## src/rtl/memory_space_decoder_pkg.sv

```systemverilog
// memory_space_decoder_pkg: address map, region codes and field layout
// assumes 24-bit byte addresses from the cpu core
package memory_space_decoder_pkg;
	localparam int ADDR_W = 24;
	localparam int DATA_W = 16;
	localparam int SEG_W = 8;
	localparam int PAGE_LSB = 14;
	localparam int SEG_LSB = 16;
	localparam logic [23:0] EXT0_END = 24'h007fff;
	localparam logic [23:0] DRAM_RSV_LO = 24'h008000;
	localparam logic [23:0] DRAM_RSV_HI = 24'h009fff;
	localparam logic [23:0] DRAM_LO = 24'h00a000;
	localparam logic [23:0] DRAM_HI = 24'h00dfff;
	localparam logic [23:0] XFR_LO = 24'h00e000;
	localparam logic [23:0] XFR_HI = 24'h00efff;
	localparam logic [23:0] EFR_LO = 24'h00f000;
	localparam logic [23:0] EFR_HI = 24'h00f1ff;
	localparam logic [23:0] DPR_RSV_LO = 24'h00f200;
	localparam logic [23:0] DPR_RSV_HI = 24'h00f5ff;
	localparam logic [23:0] DPR_LO = 24'h00f600;
	localparam logic [23:0] DPR_HI = 24'h00fdff;
	localparam logic [23:0] DPR_BIT_LO = 24'h00fd00;
	localparam logic [23:0] FR_LO = 24'h00fe00;
	localparam logic [23:0] FR_HI = 24'h00ffff;
	localparam logic [23:0] EXTIO_LO = 24'h200000;
	localparam logic [23:0] EXTIO_HI = 24'h3fffff;
	localparam logic [23:0] FLASH_LO = 24'hc00000;
	localparam logic [23:0] FLASH_HI = 24'hccffff;
	localparam logic [23:0] FLASH_CTL_LO = 24'hc0f000;
	localparam logic [23:0] FLASH_CTL_HI = 24'hc0ffff;
	localparam logic [23:0] PRAM_LO = 24'he00000;
	localparam logic [23:0] PRAM_HI = 24'he07fff;
	localparam int SECTOR_LSB = 12;
	localparam int BLOCK_LSB = 7;
	localparam int SECTOR_W = 8;
	localparam int GPR_IDX_W = 4;
	localparam int STACK_MAX_WORDS = 32768;
	localparam logic [15:0] PASSWORD_RST = 16'h0000;
	localparam logic [5:0] ECC_SYND_W = 6'h05;

	typedef enum logic [3:0] {
		TGT_NONE      = 4'h0,
		TGT_EXT       = 4'h1,
		TGT_DATA_RAM  = 4'h2,
		TGT_XFR       = 4'h3,
		TGT_EFR       = 4'h4,
		TGT_DUAL_PORT_RAM     = 4'h5,
		TGT_FR        = 4'h6,
		TGT_FLASH     = 4'h7,
		TGT_PRAM      = 4'h8,
		TGT_EXTIO     = 4'h9,
		TGT_TRAP      = 4'ha
	} target_t;

	typedef enum logic [1:0] {
		UNLK_LOCKED = 2'h0,
		UNLK_FIRST  = 2'h1,
		UNLK_OPEN   = 2'h2
	} unlock_t;
endpackage : memory_space_decoder_pkg

```

## src/rtl/memory_space_decoder.sv

```systemverilog
// memory_space_decoder: routes cpu code and data accesses to targets
// assumes a single cpu request per cycle held until the cycle it is taken
`timescale 1ns/1ps
module memory_space_decoder (
	// clock and reset
	input  wire logic        mclk,
	input  wire logic        rst_n,
	// cpu request
	input  wire logic        req,
	input  wire logic        fetch,
	input  wire logic        write,
	input  wire logic        word,
	input  wire logic        bit_op,
	input  wire logic        gpr_op,
	input  wire logic [3:0]  gpr_idx,
	input  wire logic        stack_op,
	input  wire logic [23:0] addr,
	input  wire logic [15:0] wdata,
	// protection and mode settings
	input  wire logic        ext_bus_present,
	input  wire logic [15:0] bank_base_pointer,
	input  wire logic [15:0] stack_overflow_limit,
	input  wire logic [15:0] stack_underflow_limit,
	input  wire logic [15:0] sector_wprot,
	input  wire logic        flash_rprot,
	input  wire logic [15:0] password,
	input  wire logic        pw_strobe,
	input  wire logic        pw_relock,
	input  wire logic [14:0] pram_prot_size,
	input  wire logic        pram_prot_en,
	input  wire logic        parity_en,
	input  wire logic        ecc_en,
	// target side
	input  wire logic [15:0] tgt_rdata,
	input  wire logic [4:0]  tgt_check,
	input  wire logic        tgt_parity,
	input  wire logic        tgt_done,
	output logic             tgt_req,
	output logic [3:0]       tgt_sel,
	output logic [23:0]      tgt_addr,
	output logic [1:0]       tgt_be,
	output logic             tgt_write,
	output logic [15:0]      tgt_wdata,
	output logic             tgt_bit_ok,
	output logic [7:0]       tgt_segment,
	output logic [1:0]       tgt_page,
	output logic [6:0]       tgt_flash_block,
	// cpu answer
	output logic             ack,
	output logic [15:0]      rdata,
	output logic             err_parity,
	output logic             err_align,
	output logic             err_prot,
	output logic             stack_overflow,
	output logic             stack_underflow,
	output logic             strict_order,
	output logic             flash_unlocked
);
	memory_space_decoder_pkg::target_t tgt_c;
	memory_space_decoder_pkg::target_t tgt_d, tgt_q;
	memory_space_decoder_pkg::unlock_t unlk_d, unlk_q;
	logic [23:0] ea;
	logic [1:0]  be_c;
	logic        bit_ok_c;
	logic        wp_c;
	logic        rp_c;
	logic        misal_c;
	logic        block_c;
	logic        ovf_c;
	logic        unf_c;
	logic        busy_d, busy_q;
	logic        ext_d, ext_q;
	logic        req_d, req_q;
	logic [3:0]  sel_d, sel_q;
	logic [23:0] taddr_d, taddr_q;
	logic [1:0]  be_d, be_q;
	logic        wr_d, wr_q;
	logic [15:0] wd_d, wd_q;
	logic        bok_d, bok_q;
	logic        ack_d, ack_q;
	logic [15:0] rd_d, rd_q;
	logic        perr_d, perr_q;
	logic        aerr_d, aerr_q;
	logic        perr2_d, perr2_q;
	logic        ovf_d, ovf_q;
	logic        unf_d, unf_q;
	logic        strict_d, strict_q;
	logic        byte_hi_d, byte_hi_q;
	logic        word_d, word_q;
	logic [15:0] fixed_data;
	logic        chk_err;
	logic [15:0] pass_key_q;
	logic [15:0] pass_key_d;
	logic [23:0] gpr_addr;

	// word registers span 2 bytes; byte registers pair as low/high
	always_comb begin
		if (word) begin
			gpr_addr = {8'h00, bank_base_pointer + {11'h000, gpr_idx, 1'b0}};
		end else begin
			gpr_addr = {8'h00, bank_base_pointer + {12'h000, gpr_idx[2:0], gpr_idx[3]}};
		end
	end

	assign ea = gpr_op ? gpr_addr : addr;

	// address decode across the full 24-bit space
	always_comb begin
		if (ea[23:16] == 8'h00) begin
			if (ea <= memory_space_decoder_pkg::EXT0_END) begin
				tgt_c = memory_space_decoder_pkg::TGT_EXT;
			end else if (ea <= memory_space_decoder_pkg::DRAM_RSV_HI) begin
				tgt_c = memory_space_decoder_pkg::TGT_TRAP;
			end else if (ea <= memory_space_decoder_pkg::DRAM_HI) begin
				tgt_c = memory_space_decoder_pkg::TGT_DATA_RAM;
			end else if (ea <= memory_space_decoder_pkg::XFR_HI) begin
				tgt_c = memory_space_decoder_pkg::TGT_XFR;
			end else if (ea <= memory_space_decoder_pkg::EFR_HI) begin
				tgt_c = memory_space_decoder_pkg::TGT_EFR;
			end else if (ea <= memory_space_decoder_pkg::DPR_RSV_HI) begin
				tgt_c = memory_space_decoder_pkg::TGT_TRAP;
			end else if (ea <= memory_space_decoder_pkg::DPR_HI) begin
				tgt_c = memory_space_decoder_pkg::TGT_DUAL_PORT_RAM;
			end else begin
				tgt_c = memory_space_decoder_pkg::TGT_FR;
			end
		end else if (ea >= memory_space_decoder_pkg::EXTIO_LO &&
			ea <= memory_space_decoder_pkg::EXTIO_HI) begin
			tgt_c = memory_space_decoder_pkg::TGT_EXTIO;
		end else if (ea >= memory_space_decoder_pkg::FLASH_LO &&
			ea <= memory_space_decoder_pkg::FLASH_HI) begin
			tgt_c = memory_space_decoder_pkg::TGT_FLASH;
		end else if (ea >= memory_space_decoder_pkg::PRAM_LO &&
			ea <= memory_space_decoder_pkg::PRAM_HI) begin
			tgt_c = memory_space_decoder_pkg::TGT_PRAM;
		end else if (ea < memory_space_decoder_pkg::FLASH_LO) begin
			tgt_c = memory_space_decoder_pkg::TGT_EXT;
		end else begin
			tgt_c = memory_space_decoder_pkg::TGT_TRAP;
		end
		if (tgt_c == memory_space_decoder_pkg::TGT_TRAP && ext_bus_present) begin
			tgt_c = memory_space_decoder_pkg::TGT_EXT;
		end
	end

	// lanes, bit addressing, protection and stack limits
	always_comb begin
		misal_c = word && ea[0];
		if (word) begin
			be_c = 2'h3;
		end else begin
			be_c = ea[0] ? 2'h2 : 2'h1;
		end
		bit_ok_c = (tgt_c == memory_space_decoder_pkg::TGT_DUAL_PORT_RAM &&
			ea >= memory_space_decoder_pkg::DPR_BIT_LO) ||
			(gpr_op && tgt_c == memory_space_decoder_pkg::TGT_DUAL_PORT_RAM) ||
			tgt_c == memory_space_decoder_pkg::TGT_FR ||
			tgt_c == memory_space_decoder_pkg::TGT_EFR;
		// control sector never written by the cpu; with flash_rprot set, every flash read needs the unlock
		wp_c = write && tgt_c == memory_space_decoder_pkg::TGT_FLASH &&
			((ea >= memory_space_decoder_pkg::FLASH_CTL_LO &&
			ea <= memory_space_decoder_pkg::FLASH_CTL_HI) ||
			sector_wprot[ea[15:12]]);
		rp_c = !write && tgt_c == memory_space_decoder_pkg::TGT_FLASH &&
			flash_rprot && unlk_q != memory_space_decoder_pkg::UNLK_OPEN;
		block_c = wp_c || rp_c || (bit_op && !bit_ok_c) ||
			(write && pram_prot_en &&
			tgt_c == memory_space_decoder_pkg::TGT_PRAM &&
			ea[14:0] < pram_prot_size);
		ovf_c = stack_op && ea[15:0] < stack_overflow_limit;
		unf_c = stack_op && ea[15:0] > stack_underflow_limit;
	end

	parity_secded u_check (
		.data_in   (tgt_rdata),
		.check_in  (tgt_check),
		.parity_in (tgt_parity),
		.parity_en (parity_en),
		.ecc_en    (ecc_en),
		.data_out  (fixed_data),
		.error     (chk_err)
	);

	// request/answer sequencing; one access in flight
	always_comb begin
		busy_d = busy_q;
		tgt_d = tgt_q;
		ext_d = ext_q;
		req_d = 1'b0;
		sel_d = sel_q;
		taddr_d = taddr_q;
		be_d = be_q;
		wr_d = wr_q;
		wd_d = wd_q;
		bok_d = bok_q;
		ack_d = 1'b0;
		rd_d = rd_q;
		perr_d = 1'b0;
		aerr_d = 1'b0;
		perr2_d = 1'b0;
		ovf_d = ovf_q;
		unf_d = unf_q;
		strict_d = strict_q;
		byte_hi_d = byte_hi_q;
		word_d = word_q;
		if (!busy_q && req) begin
			ovf_d = ovf_c;
			unf_d = unf_c;
			bok_d = bit_ok_c;
			if (misal_c || block_c) begin
				ack_d = 1'b1;
				aerr_d = misal_c;
				perr2_d = block_c;
				rd_d = '0;
			end else begin
				busy_d = 1'b1;
				req_d = 1'b1;
				tgt_d = tgt_c;
				sel_d = tgt_c;
				taddr_d = ea;
				be_d = be_c;
				wr_d = write;
				// byte writes replicate the byte on both lanes
				wd_d = word ? wdata : {wdata[7:0], wdata[7:0]};
				byte_hi_d = ea[0];
				word_d = word;
				ext_d = tgt_c == memory_space_decoder_pkg::TGT_EXTIO;
				strict_d = tgt_c == memory_space_decoder_pkg::TGT_EXTIO;
			end
		end else if (busy_q && tgt_done) begin
			busy_d = 1'b0;
			ack_d = 1'b1;
			strict_d = 1'b0;
			perr_d = chk_err && !wr_q;
			if (chk_err || wr_q) begin
				rd_d = '0;
			end else if (word_q) begin
				rd_d = fixed_data;
			end else begin
				rd_d = {8'h00, byte_hi_q ? fixed_data[15:8] : fixed_data[7:0]};
			end
		end
	end

	// password: two strobes, any first value then its complement
	always_comb begin
		unlk_d = unlk_q;
		pass_key_d = pass_key_q;
		if (pw_relock) begin
			unlk_d = memory_space_decoder_pkg::UNLK_LOCKED;
		end else begin
			case (unlk_q)
				memory_space_decoder_pkg::UNLK_LOCKED: begin
					if (pw_strobe) begin
						pass_key_d = password;
						unlk_d = memory_space_decoder_pkg::UNLK_FIRST;
					end
				end
				memory_space_decoder_pkg::UNLK_FIRST: begin
					if (pw_strobe) begin
						unlk_d = (password == ~pass_key_q) ?
							memory_space_decoder_pkg::UNLK_OPEN :
							memory_space_decoder_pkg::UNLK_LOCKED;
					end
				end
				default: begin
					unlk_d = unlk_q;
				end
			endcase
		end
	end

	always_ff @(posedge mclk) begin
		if (!rst_n) begin
			busy_q <= 1'b0;
			tgt_q <= memory_space_decoder_pkg::TGT_NONE;
			ext_q <= 1'b0;
			req_q <= 1'b0;
			sel_q <= 4'h0;
			taddr_q <= 24'h000000;
			be_q <= 2'h0;
			wr_q <= 1'b0;
			wd_q <= 16'h0000;
			bok_q <= 1'b0;
			ack_q <= 1'b0;
			rd_q <= 16'h0000;
			perr_q <= 1'b0;
			aerr_q <= 1'b0;
			perr2_q <= 1'b0;
			ovf_q <= 1'b0;
			unf_q <= 1'b0;
			strict_q <= 1'b0;
			byte_hi_q <= 1'b0;
			word_q <= 1'b0;
			unlk_q <= memory_space_decoder_pkg::UNLK_LOCKED;
			pass_key_q <= memory_space_decoder_pkg::PASSWORD_RST;
		end else begin
			busy_q <= busy_d;
			tgt_q <= tgt_d;
			ext_q <= ext_d;
			req_q <= req_d;
			sel_q <= sel_d;
			taddr_q <= taddr_d;
			be_q <= be_d;
			wr_q <= wr_d;
			wd_q <= wd_d;
			bok_q <= bok_d;
			ack_q <= ack_d;
			rd_q <= rd_d;
			perr_q <= perr_d;
			aerr_q <= aerr_d;
			perr2_q <= perr2_d;
			ovf_q <= ovf_d;
			unf_q <= unf_d;
			strict_q <= strict_d;
			byte_hi_q <= byte_hi_d;
			word_q <= word_d;
			unlk_q <= unlk_d;
			pass_key_q <= pass_key_d;
		end
	end

	assign tgt_req = req_q;
	assign tgt_sel = sel_q;
	assign tgt_addr = taddr_q;
	assign tgt_be = be_q;
	assign tgt_write = wr_q;
	assign tgt_wdata = wd_q;
	assign tgt_bit_ok = bok_q;
	assign tgt_segment = taddr_q[23:16];
	assign tgt_page = taddr_q[15:14];
	// 128-byte program blocks: 32 per 4K sector, upper bits stay zero
	assign tgt_flash_block = {2'b00, taddr_q[11:7]};
	assign ack = ack_q;
	assign rdata = rd_q;
	assign err_parity = perr_q;
	assign err_align = aerr_q;
	assign err_prot = perr2_q;
	assign stack_overflow = ovf_q;
	assign stack_underflow = unf_q;
	assign strict_order = strict_q;
	assign flash_unlocked = unlk_q == memory_space_decoder_pkg::UNLK_OPEN;

	property p_misalign_ack;
		@(posedge mclk) disable iff (!rst_n)
		(!busy_q && req && word && ea[0]) |=> (ack && err_align && !tgt_req);
	endproperty
	a_misalign_ack: assert property (p_misalign_ack) else $error("odd word not refused");

	property p_dram_decode;
		@(posedge mclk) disable iff (!rst_n)
		(!busy_q && req && !misal_c && !block_c && ea >= 24'h00a000 &&
		ea <= 24'h00dfff) |=> (tgt_req && tgt_sel == 4'h2);
	endproperty
	a_dram_decode: assert property (p_dram_decode) else $error("data ram decode");

	property p_reserved_ext;
		@(posedge mclk) disable iff (!rst_n)
		(!busy_q && req && !block_c && !misal_c && ext_bus_present &&
		ea >= 24'h008000 && ea <= 24'h009fff) |=> (tgt_sel == 4'h1);
	endproperty
	a_reserved_ext: assert property (p_reserved_ext) else $error("reserved not external");

	property p_flash_rprot;
		@(posedge mclk) disable iff (!rst_n)
		(!busy_q && req && !write && flash_rprot && !flash_unlocked &&
		tgt_c == memory_space_decoder_pkg::TGT_FLASH) |=> (ack && err_prot);
	endproperty
	a_flash_rprot: assert property (p_flash_rprot) else $error("flash read leaked");

	property p_pram_wprot;
		@(posedge mclk) disable iff (!rst_n)
		(!busy_q && req && write && pram_prot_en && !misal_c &&
		tgt_c == memory_space_decoder_pkg::TGT_PRAM &&
		ea[14:0] < pram_prot_size) |=> (err_prot && !tgt_req);
	endproperty
	a_pram_wprot: assert property (p_pram_wprot) else $error("pram write passed");

	property p_parity_hide;
		@(posedge mclk) disable iff (!rst_n)
		(busy_q && tgt_done && chk_err && !wr_q) |=> (err_parity && rdata == 16'h0000);
	endproperty
	a_parity_hide: assert property (p_parity_hide) else $error("bad data delivered");

	property p_stack_limits;
		@(posedge mclk) disable iff (!rst_n)
		(!busy_q && req && stack_op) |=>
		(stack_overflow == $past(ea[15:0] < stack_overflow_limit) &&
		stack_underflow == $past(ea[15:0] > stack_underflow_limit));
	endproperty
	a_stack_limits: assert property (p_stack_limits) else $error("stack check");

	property p_byte_lane;
		@(posedge mclk) disable iff (!rst_n)
		(!busy_q && req && !word && !block_c) |=> (tgt_be == ($past(ea[0]) ? 2'h2 : 2'h1));
	endproperty
	a_byte_lane: assert property (p_byte_lane) else $error("byte lane");

	property p_strict_io;
		@(posedge mclk) disable iff (!rst_n)
		(tgt_req && tgt_sel == 4'h9) |-> strict_order;
	endproperty
	a_strict_io: assert property (p_strict_io) else $error("io not ordered");
endmodule : memory_space_decoder

```

## src/rtl/parity_secded.sv

```systemverilog
// parity_secded: single-error-correcting check on a 16-bit word
// assumes check bits were written by the same code on the memory side
`timescale 1ns/1ps
module parity_secded (
	// stored word and check bits
	input  wire logic [15:0] data_in,
	input  wire logic [4:0]  check_in,
	input  wire logic        parity_in,
	// controls
	input  wire logic        parity_en,
	input  wire logic        ecc_en,
	// result
	output logic [15:0]      data_out,
	output logic             error
);
	logic [20:0] cw;
	logic [4:0]  synd;
	logic        par;
	logic [20:0] fixed;
	int          i;
	int          k;

	// hamming positions 1..21 skipping powers of two for data bits
	always_comb begin
		cw = '0;
		k = 0;
		for (i = 1; i <= 21; i++) begin
			if ((i & (i - 1)) != 0) begin
				cw[i-1] = data_in[k];
				k = k + 1;
			end
		end
		cw[0] = check_in[0];
		cw[1] = check_in[1];
		cw[3] = check_in[2];
		cw[7] = check_in[3];
		cw[15] = check_in[4];
		synd = '0;
		for (i = 1; i <= 21; i++) begin
			if (cw[i-1]) begin
				synd = synd ^ i[4:0];
			end
		end
		fixed = cw;
		if (ecc_en && synd != 5'h00 && synd <= 5'd21) begin
			fixed[synd-5'd1] = ~cw[synd-5'd1];
		end
		data_out = '0;
		k = 0;
		for (i = 1; i <= 21; i++) begin
			if ((i & (i - 1)) != 0) begin
				data_out[k] = fixed[i-1];
				k = k + 1;
			end
		end
		par = ^{data_in, parity_in};
		// parity only flags; with ecc_en set, ecc repairs one bit and error stays low whatever the syndrome
		error = parity_en && !ecc_en && par;
	end
endmodule : parity_secded

```

## config.mk

```make
export PLATFORM = sky130hd
export DESIGN_NAME = memory_space_decoder
export DESIGN_NICKNAME = d
export VERILOG_FILES = /design/src/rtl/memory_space_decoder_pkg.sv /design/src/rtl/memory_space_decoder.sv /design/src/rtl/parity_secded.sv
export SDC_FILE = /design/constraint.sdc
export NUM_CORES = 1
export LEC_CHECK = 0
export BUFFER_PORTS_ARGS = -buffer_cell sky130_fd_sc_hd__buf_2
export CAP_MARGIN = 20
export CORE_MARGIN = 3
export CORE_UTILIZATION = 40
export DETAILED_ROUTE_END_ITERATION = 10
export HOLD_SLACK_MARGIN = 0.06
export PLACE_DENSITY = 0.71
export RECOVER_POWER = 50
export REMOVE_ABC_BUFFERS = 1
export SYNTH_ARGS = -nofsm -noshare
export SYNTH_HDL_FRONTEND = slang
export SYNTH_SLANG_ARGS = --single-unit
```

## constraint.sdc

```tcl
create_clock -name mclk -period 10 [get_ports mclk]
set_input_delay 1.5 -clock mclk [delete_from_list [all_inputs] [get_ports mclk]]
set_output_delay 1.5 -clock mclk [all_outputs]
set_load 0.02 [all_outputs]
```

# After elaboration in Yosys (flattened, before gate mapping)
# Cells that the tools add are included.
# classes
bitwise_logic	26
shift	0
eq_ne	15
n_lt_le_gt_ge	24
n_reduce_logical	56
mux	66
div	0
n_addsub	3
multipliers	0
# ops
op	count
<= comparator 24 x 16 -> 1 bit (second input constant)	6
two-way mux 16 bit	7
two-way mux 4 bit	20
greater-or-equal comparator 24 bit (second input constant)	3
<= comparator 24 bit (second input constant)	3
two-way mux 5 bit	6
logical AND 1 bit	27
greater-or-equal comparator 24 x 16 -> 1 bit (second input constant)	1
greater-or-equal comparator 24 x 22 -> 1 bit (second input constant)	1
<= comparator 24 x 15 -> 1 bit (second input constant)	1
<= comparator 24 x 22 -> 1 bit (second input constant)	1
< comparator 24 bit (second input constant)	1
two-way mux 24 bit	1
bitwise mux 21 bit	1
two-way mux 21 bit	1
inverter 2 bit	9
inverter 3 bit	6
XOR reduction 17 bit	1
adder 16 x 4 -> 16 bit	1
adder 16 x 5 -> 16 bit	1
== test 16 bit	1
== test 4 x 3 -> 1 bit (second input constant)	4
greater-than comparator 16 bit	1
< comparator 16 bit	1
other kinds (33)	85
# word_totals
ram_bits	0
in_bits	178
wordCells	210
rom_bits	0
mem_count	0
latchBits	0
output_inout_bits	90
register_bits	93

# Logic depth before layout (Yosys ltp)
# Gate-level depths: netlist of the first run.
# logic_depth
depth_word	49
depth_mapped	21

# Hierarchy
# From an unflattened synthesis of the first run, not the netlist that was laid out.
# unflattened
cells_unflattened	944
area_unflattened_um2	7838.8
# by_module_without_submodules
mod	cells_each	seq_area_each_um2	instances	area_each_um2
memory_space_decoder	802	1841.8	1	6388.6
parity_secded	142	0.0	1	1450.1

# Worst setup path after synthesis of the first run
# OpenSTA, ideal clock, no wires.
# synth_timing
path_kind	input -> register
from	input port tgt_rdata[11]
to	register rd_q[1] (netlist: rdata[1])
t_arrival_ps	5186
cell_stages	18
setup_slack_ps	4754
t_required_ps	9940
setup_time_ps	60
cell_sequence	xnor2_1 -> xor2_1 -> xnor2_1 -> xnor2_1 -> xnor2_1 -> ha_1 -> clkbuf_1 -> inv_1 -> ha_1 -> clkbuf_1 -> mux4_2 -> nor2b_1 -> mux2i_1 -> o221a_2 -> buf_2 -> mux2i_1 -> nand2_1 -> a32o_1
# synth_between
elab_chain_len	21
elab_cells_between_ends	32
cone_classes	1 x add/sub; 3 x order compare; 16 x mux; 5 x bitwise; 7 x reduce/logical
# synth_rtl
element	line	source
start, declared	memory_space_decoder.sv:34	input wire logic [15:0] tgt_rdata,
two-way mux 5 bit	parity_secded.sv:40	if (cw[i-1]) begin
inverter 2 bit (no line)	n/a	
two-way mux 5 bit	parity_secded.sv:40	
inverter 3 bit (no line)	n/a	
two-way mux 5 bit	parity_secded.sv:40	
inverter 2 bit (no line)	n/a	
two-way mux 5 bit	parity_secded.sv:40	
inverter 3 bit (no line)	n/a	
[... 5 more ...]	n/a	
demux 1 bit (select 5 bit)	parity_secded.sv:46	fixed[synd-5'd1] = ~cw[synd-5'd1];
bitwise mux 21 bit	parity_secded.sv:46	
two-way mux 21 bit	parity_secded.sv:45	if (ecc_en && synd != 5'h00 && synd <= 5'd21) begin
two-way mux 8 bit	memory_space_decoder.sv:240	rd_d = {8'h00, byte_hi_q ? fixed_data[15:8] : fixed_data[7:0]};
two-way mux 16 bit	memory_space_decoder.sv:237	end else if (word_q) begin
two-way mux 16 bit *	memory_space_decoder.sv:235	if (chk_err || wr_q) begin
two-way mux 16 bit *	memory_space_decoder.sv:230	end else if (busy_q && tgt_done) begin
two-way mux 16 bit *	memory_space_decoder.sv:206	if (!busy_q && req) begin
end signal, assigned	memory_space_decoder.sv:309	rd_q <= rd_d;
end, declared	memory_space_decoder.sv:81	logic [15:0] rd_d, rd_q;
# Mark *: on every way between the ends. The rest lies on a longest branch, timed or not. The select of a mux whose other input is x is not followed.
# A chain may end at the register's enable or synchronous reset.

# Final worst setup path of the first run
# layout_timing
from	input port gpr_idx[2]
to	register be_q[1] (netlist: tgt_be[1])
# layout_between
elab_chain_len	27
elab_cells_between_ends	69
cone_classes	2 x add/sub; 18 x order compare; 6 x eq/ne; 17 x mux; 1 x bitwise; 25 x reduce/logical
# layout_rtl
element	line	source
start, declared	memory_space_decoder.sv:15	input wire logic [3:0] gpr_idx,
adder 16 x 4 -> 16 bit or adder 16 x 5 -> 16 bit (tied branches)	memory_space_decoder.sv:101, memory_space_decoder.sv:99	
two-way mux 16 bit *	memory_space_decoder.sv:98	if (word) begin
two-way mux 24 bit *	memory_space_decoder.sv:105	assign ea = gpr_op ? gpr_addr : addr;
<= comparator 24 x 16 -> 1 bit	memory_space_decoder.sv:122	end else if (ea <= memory_space_decoder_pkg::DPR_HI) begin
two-way mux 2 bit	memory_space_decoder.sv:122	
two-way mux 4 bit	memory_space_decoder.sv:120	end else if (ea <= memory_space_decoder_pkg::DPR_RSV_HI) begin
two-way mux 4 bit	memory_space_decoder.sv:118	end else if (ea <= memory_space_decoder_pkg::EFR_HI) begin
two-way mux 4 bit	memory_space_decoder.sv:116	end else if (ea <= memory_space_decoder_pkg::XFR_HI) begin
[... 11 more ...]	n/a	
logical OR 1 bit	memory_space_decoder.sv:157	tgt_c == memory_space_decoder_pkg::TGT_FR ||
logical NOT 1 bit	memory_space_decoder.sv:166	block_c = wp_c || rp_c || (bit_op && !bit_ok_c) ||
logical AND 1 bit	memory_space_decoder.sv:166	
logical OR 1 bit	memory_space_decoder.sv:166	
logical OR 1 bit *	memory_space_decoder.sv:166	
logical OR 1 bit *	memory_space_decoder.sv:210	if (misal_c || block_c) begin
inverter 1 bit (no line) *	n/a	
AND reduction 2 bit (no line) *	n/a	
end signal, assigned	memory_space_decoder.sv:281	be_q <= 2'h0;
end signal, assigned	memory_space_decoder.sv:304	be_q <= be_d;
end, declared	memory_space_decoder.sv:76	logic [1:0] be_d, be_q;
# Marked as above.

==> results of run 1 <==
## kinds of logic (layout without fill, tap and decap cells)
group | count (synthesis) | in the layout | synth area share, %
flops | 92 | 92 | 24.21
simple gates | 287 | 287 | 19.69
xor+xnor | 63 | 63 | 8.174
other cells | 1 | 2 | 0.04929
buf+inv | 128 | 341 | 8.306
fa+ha+maj | 57 | 57 | 9.507
compound gates | 278 | 278 | 24.00
mux | 40 | 40 | 6.069
## per-stage QoR
stage          instances  power [mW]  instance area (um2)
2_1_floorplan        877      0.8025                 7197
3_3_place_gp        1373      0.9682                 8842
3_5_place_dp        1373      0.9741                 8842
4_1_cts             1389       1.299                 9119
5_1_grt             1389       1.373                 9005
6_report            1389       1.286                 9005
## metal layers
metal  global-route usage [%]  vias up  routed length [um]
li1                         -     3839                   -
met1                    29.32     3606               10560
met2                    36.97      284               11240
met3                    5.691       46                1714
met4                    7.185        6                 648
met5                        0        -                  34
## sequential cells by signal (all words and copies together), names as in the netlist, 2 cells and up
signal      count
rdata          16
unlk_q          2
tgt_wdata      16
pass_key_q     16
tgt_sel         4
tgt_be          2
tgt_addr       24
## synth_stat cells, types with 22 or more instances
| cell | number | area share, % |
|---|---|---|
| a21oi_1 | 92 | 6.1 |
| dfxtp_1 | 92 | 24 |
| nand2_1 | 79 | 3.9 |
| o21ai_0 | 59 | 3.9 |
| inv_1 | 55 | 2.7 |
| ha_1 | 53 | 8.7 |
| nand3_1 | 48 | 3.2 |
| nor2_1 | 40 | 2.0 |
| xnor2_1 | 30 | 3.5 |
| xor2_1 | 28 | 3.2 |
| mux2i_1 | 27 | 3.6 |
| clkbuf_1 | 26 | 1.3 |
| nand4_1 | 22 | 1.8 |
## worst register-to-register path: stages (launching register included)
cell and delay [ns]:
dfxtp_1 0.37, nor2b_1 0.38, o21ai_0 0.15, nand4_1 0.10, or4_4 0.16, nand3_4 0.38, nor2_2 0.77, a311oi_1 0.21
## power groups by stage
stage          Clock, mW  Sequential (mW)  Combinational (mW)
3_3_place_gp           0            0.404               0.564
4_1_cts            0.330            0.396               0.573
3_5_place_dp           0            0.404               0.570
6_report           0.319            0.397               0.570
5_1_grt            0.342            0.399               0.631
2_1_floorplan          0            0.426               0.377
## cell type report
type	count	area, um2	share of cell area [%]
inverter	58	217.7	2.418
clock buffer	9	225.2	2.501
timing repair buffer	267	1230	13.66
multi-input combinational	727	5152	57.22
sequential	92	1842	20.45
tap	229	286.5	3.182
clock inverter	7	51.30	0.5697
## final timing paths
path	end	start	depth (start not counted)
max	tgt_be[1]	gpr_idx[2]	14
max reg2reg	tgt_be[1]	unlk_q[1]	7
min	rdata[7]	rdata[7]	1
min reg2reg	rdata[7]	rdata[7]	1
==> flow_summary_export.csv, run 1 <==
group,metric,value,unit
critical_path,cp_slowest_stage_delay,0.76,ns
drt,ant_nets,0,
grt,grt_overflow,0,
die,die_x,143.9,um
timing,post-route-period-util,62.91,%
critical_path,crit_chain,"buf_2 > ha_1 > o21a_1 > o2bb2ai_1 > o31ai_1 > a31o_2 > inv_2 > nand4_1 > o31a_1 > a211oi_2 > o31a_2 > nand3_4 > nor2_2 > a311oi_1",
cells_and_area,layout.nets,1388,
clocking,cts_setup_buffers,0,
drt,wl,24.19,mm
yosys,synth_edf_count,0,
die,num_rows,49,
die,dieArea,20710,um2
cells_and_area,drive_gt1_share,20.69,%
critical_path,arrival,6.35,ns
yosys,synth.cell_area,7607,um2
power,power_per_cell_area,142.8,nW/um2
timing,fin_setup_tns,0,ns
clocking,cts_resized,0,
critical_path,critical_path_class,"input pin to flop",
cells_and_area,n_antenna_cell,0,
power,peakVddDrop,82.57,uV
timing,finalClockSkew,0.007884,ns
timing,worstMarginPinSlew,3.352,ns
power,power.leakage,3.850,nW
critical_path,crit_family,"compound AO/OA/AOI/OAI gates",
drt,drc_errors,0,
power,power_switching,503.7,uW
critical_path,critPathLaunchType,"input pin",
die,die_h,143.9,um
drt,avgRoutedWirePerCell,17.42,um
yosys,ys.warnings.count,0,
critical_path,cp_num_buf_inv,2,
timing,fin_crit,6.291,ns
power,p_int,782.5,uW
clocking,clkSlewWorstSetupHoldPaths,0.07,ns
grt,grt_use_total,22.62,%
cells_and_area,layout_commonest_cell,"buf_2",
timing,worst_slack,3.709,ns
yosys,synth_area_per_cell,8.042,um2
clocking,cts_root_buf,"clkbuf_16",
die,design.core.area,18330,um2
clocking,cts_htree_levels,3,
yosys,ys_ff_latch,92,
job,cap_violations,1,
die,ios,268,
timing,fmax,159.0,MHz
drt,via_per_inst,5.602,
power,seq_power_share,30.9,%
cells_and_area,final_util,49.12,%
critical_path,critPathCaptureType,"flop",
grt,grt_pass1_wl,37.74,mm
power,swShare,39.16,%
clocking,clockBufferDepth,2,
drt,drtIter0Drc,496,
critical_path,cp_max_fo,42,
power,comb_power_share,44.3,%
placement,place_hpwl,18.66,mm
power,pwr-share-clk,24.8,%
grt,antenna_found_initial,3,
timing,setup_viol,0,
yosys,synthCells,946,
cells_and_area,fillers,1881,
clocking,clock_latency,0.34,ns
worst_hold_path,hp-class,"flop to flop",
timing,slew_violations,71,
placement,port_buffers,264,
cells_and_area,syn_to_final_growth,18.37,%
drt,via_count,7781,
status,violations,"max-capacitance violations, max-slew violations",
yosys,synth_cell_types,83,
grt,grt_pass1_vias,7446,
cells_and_area,most-common-layout-cells,"buf_2, a21oi_1, dfxtp_1",
critical_path,crit_required,10.06,ns
clocking,postCtsHoldBufs,0,
drt,drt_first_pass_iters,5,
clocking,cts.sink_count,92,
yosys,yosysSeqAreaShare,24.21,%
grt,grt_max_degree,71,
yosys,async_reset_ff_share,0,%
clocking,tritoncts,"built",
placement,place_ws,3.466,ns
clocking,cts_made_buffers,9,
timing,rsz0062_at_grt,"no",
placement,gp_congestion,0.9085,
timing,hold_viol_final,0,
timing,relSlewSlack,-123.5,%
yosys,synth-main-ff-cell,"dfxtp_1",
critical_path,rrSetupSlack,7.19,ns
status,status,"complete, but fails checks",
die,initial_core_util,41.50,%
critical_path,cp_slowest_cell,"o2bb2ai_1",
timing,fin_hold_ws,0.4557,ns
(Power assumes the default switching activity.)
==> run 2, diff against run 1 <==
--- a/config.mk
+++ b/config.mk
@@ -11,7 +11,7 @@
 export CORE_UTILIZATION = 40
 export DETAILED_ROUTE_END_ITERATION = 10
 export HOLD_SLACK_MARGIN = 0.06
-export PLACE_DENSITY = 0.71
+export PLACE_DENSITY = 0.74
 export RECOVER_POWER = 50
 export REMOVE_ABC_BUFFERS = 1
 export SYNTH_ARGS = -nofsm -noshare
==> constraint.sdc (replaced) <==
create_clock -name mclk -period 5.15 [get_ports mclk]
set_input_delay 0.7725 -clock mclk [delete_from_list [all_inputs] [get_ports mclk]]
set_output_delay 0.7725 -clock mclk [all_outputs]
set_load 0.02 [all_outputs]
==> flow_summary_export.csv, run 2 (synthesis gave the netlist of run 1 again) <==
group,metric,value,unit
critical_path,critPathCaptureType,"flop",
worst_hold_path,hold_start,"rdata[7]",
timing,worstMarginPinSlew,0.8616,ns
cells_and_area,stdcell_area,9190,um2
placement,place_hpwl,19.25,mm
timing,fmax,205.6,MHz
clocking,clockBufferDepth,2,
critical_path,rrSetupSlack,2.89,ns
clocking,tritoncts,"built",
timing,slew_violations,0,
timing,fin_setup_tns,0,ns
clocking,cts_htree_levels,3,
drt,via_per_inst,5.636,
die,ios,268,
worst_hold_path,hp-class,"flop to flop",
grt,antenna_found_initial,2,
grt,grt_pass1_wl,38.27,mm
drt,drt_first_pass_iters,5,
timing,relSlewSlack,42.56,%
clocking,cts_root_buf,"clkbuf_16",
die,die_h,143.9,um
critical_path,critical_path_class,"input pin to flop",
timing,setup_viol,0,
cells_and_area,most-common-layout-cells,"buf_2, a21oi_1, dfxtp_1",
die,design.core.area,18330,um2
critical_path,critPathLaunchType,"input pin",
drt,avgRoutedWirePerCell,17.53,um
critical_path,crit_chain,"buf_2 > ha_1 > o21a_1 > o2bb2ai_1 > o31ai_1 > a31o_2 > inv_2 > nand4_1 > o31a_1 > a211oi_2 > o31a_2 > nand3_4 > nor2_2 > a311oi_1",
die,dieArea,20710,um2
placement,gp_congestion,0.9233,
critical_path,cp_num_buf_inv,2,
critical_path,r2r_end,"tgt_wdata[2]",
critical_path,crit_required,5.34,ns
job,cap_violations,0,
clocking,clock_latency,0.35,ns
grt,grt_max_degree,71,
cells_and_area,layout.nets,1405,
timing,post-route-period-util,94.43,%
timing,finalClockSkew,0.01323,ns
status,status,"finished, final reports clean",
cells_and_area,drive_gt1_share,23.02,%
cells_and_area,instances_no_fill,1406,
drt,drtIter0Drc,400,
die,initial_core_util,41.50,%
critical_path,cp_slowest_cell,"o2bb2ai_1",
cells_and_area,multiInputGateArea,5147,um2
grt,grt_use_total,22.86,%
drt,ant_nets,0,
cells_and_area,regArea,1842,um2
clocking,cts_setup_buffers,0,
clocking,cts.sink_count,92,
grt,grt_pass1_vias,7493,
critical_path,arrival,5.05,ns
placement,dpl_cell_area,8965,um2
drt,wl,24.65,mm
critical_path,cp_slowest_stage_delay,0.63,ns
power,peakVddDrop,185.3,uV
timing,hold_viol_final,0,
cells_and_area,n_antenna_cell,0,
drt,via_count,7924,
critical_path,cp_max_fo,13,
cells_and_area,fillers,1851,
cells_and_area,layout_commonest_cell,"buf_2",
grt,grt_overflow,0,
die,die_x,143.9,um
drt,drc_errors,0,
power,power.leakage,4.014,nW
clocking,postCtsHoldBufs,0,
power,power_per_cell_area,286.3,nW/um2
critical_path,reg2reg_depth,8,
worst_hold_path,whs_path_depth,1,
die,num_rows,49,
cells_and_area,syn_to_final_growth,20.81,%
clocking,clkSlewWorstSetupHoldPaths,0.06,ns
critical_path,crit_family,"compound AO/OA/AOI/OAI gates",
timing,rsz0062_at_grt,"no",
power,total_power,2.631,mW
placement,port_buffers,264,
cells_and_area,largest_reg_flops,24,
placement,dp_cells,1390,
clocking,cts_made_buffers,9,
timing,fin_crit,4.863,ns
critical_path,r2r-start,"unlk_q[0]",
worst_hold_path,holdPathEnd,"rdata[7]",
## run 2: cell types whose count changed in the layout (fill, tap and decap cells not counted), sizes merged
cell | before | now
clkinv | 6 | 3
buf | 178 | 210
bufinv | 0 | 2
clkbuf | 98 | 84
## run 2: through the flow
stage               setup WS (ns)  utilization [%]  hold slack, ns
CTS                        0.3905            50.64          0.4538
global placement           0.1347            48.90          0.4308
detailed placement        0.03271            48.90          0.4391
global route              0.01034            50.13          0.4761
finish                     0.2869            50.13          0.4552
floorplan                  0.6237                -          0.4481
## run 2: layer usage
layer,GRT usage (%),wire (um),up-vias
met5,0,22,-
met4,7.780,707,4
met3,5.092,1663,49
met2,36.72,11350,292
met1,30.35,10910,3689
li1,-,-,3890
## run 2: layout make-up
| type | instances | area share, % |
|---|---|---|
| inverter | 58 | 2.369 |
| sequential | 92 | 20.04 |
| tap | 229 | 3.118 |
| clock inverter | 6 | 0.9666 |
| multi-input combinational | 727 | 56.01 |
| clock buffer | 10 | 2.491 |
| timing repair buffer | 284 | 15.00 |
## run 2: worst max-delay path by stage
stage / startpoint / end / slack [ns] / depth (start not counted)
finish: gpr_idx[2] / tgt_be[1] / 0.29 / 14
floorplan: gpr_idx[3] / rdata[10] / 0.62 / 18
global route: gpr_idx[2] / tgt_sel[0] / 0.01 / 14
detailed placement: gpr_idx[2] / tgt_be[1] / 0.03 / 14
CTS: gpr_idx[3] / tgt_wdata[3] / 0.39 / 20
global placement: gpr_idx[3] / tgt_sel[0] / 0.13 / 16
## run 2: where the power goes
part	total (mW)	switching [mW]	internal, mW
sequential	0.771	0.0225	0.749
combinational	1.14	0.676	0.468
clock	0.716	0.290	0.426
total	2.63	0.989	1.64
## run 2: what timing repair did
action                                  in CTS  in global routing
resized for setup                            0                  1
endpoints found under the setup margin       0                 28
endpoints found under the hold margin        0                  0
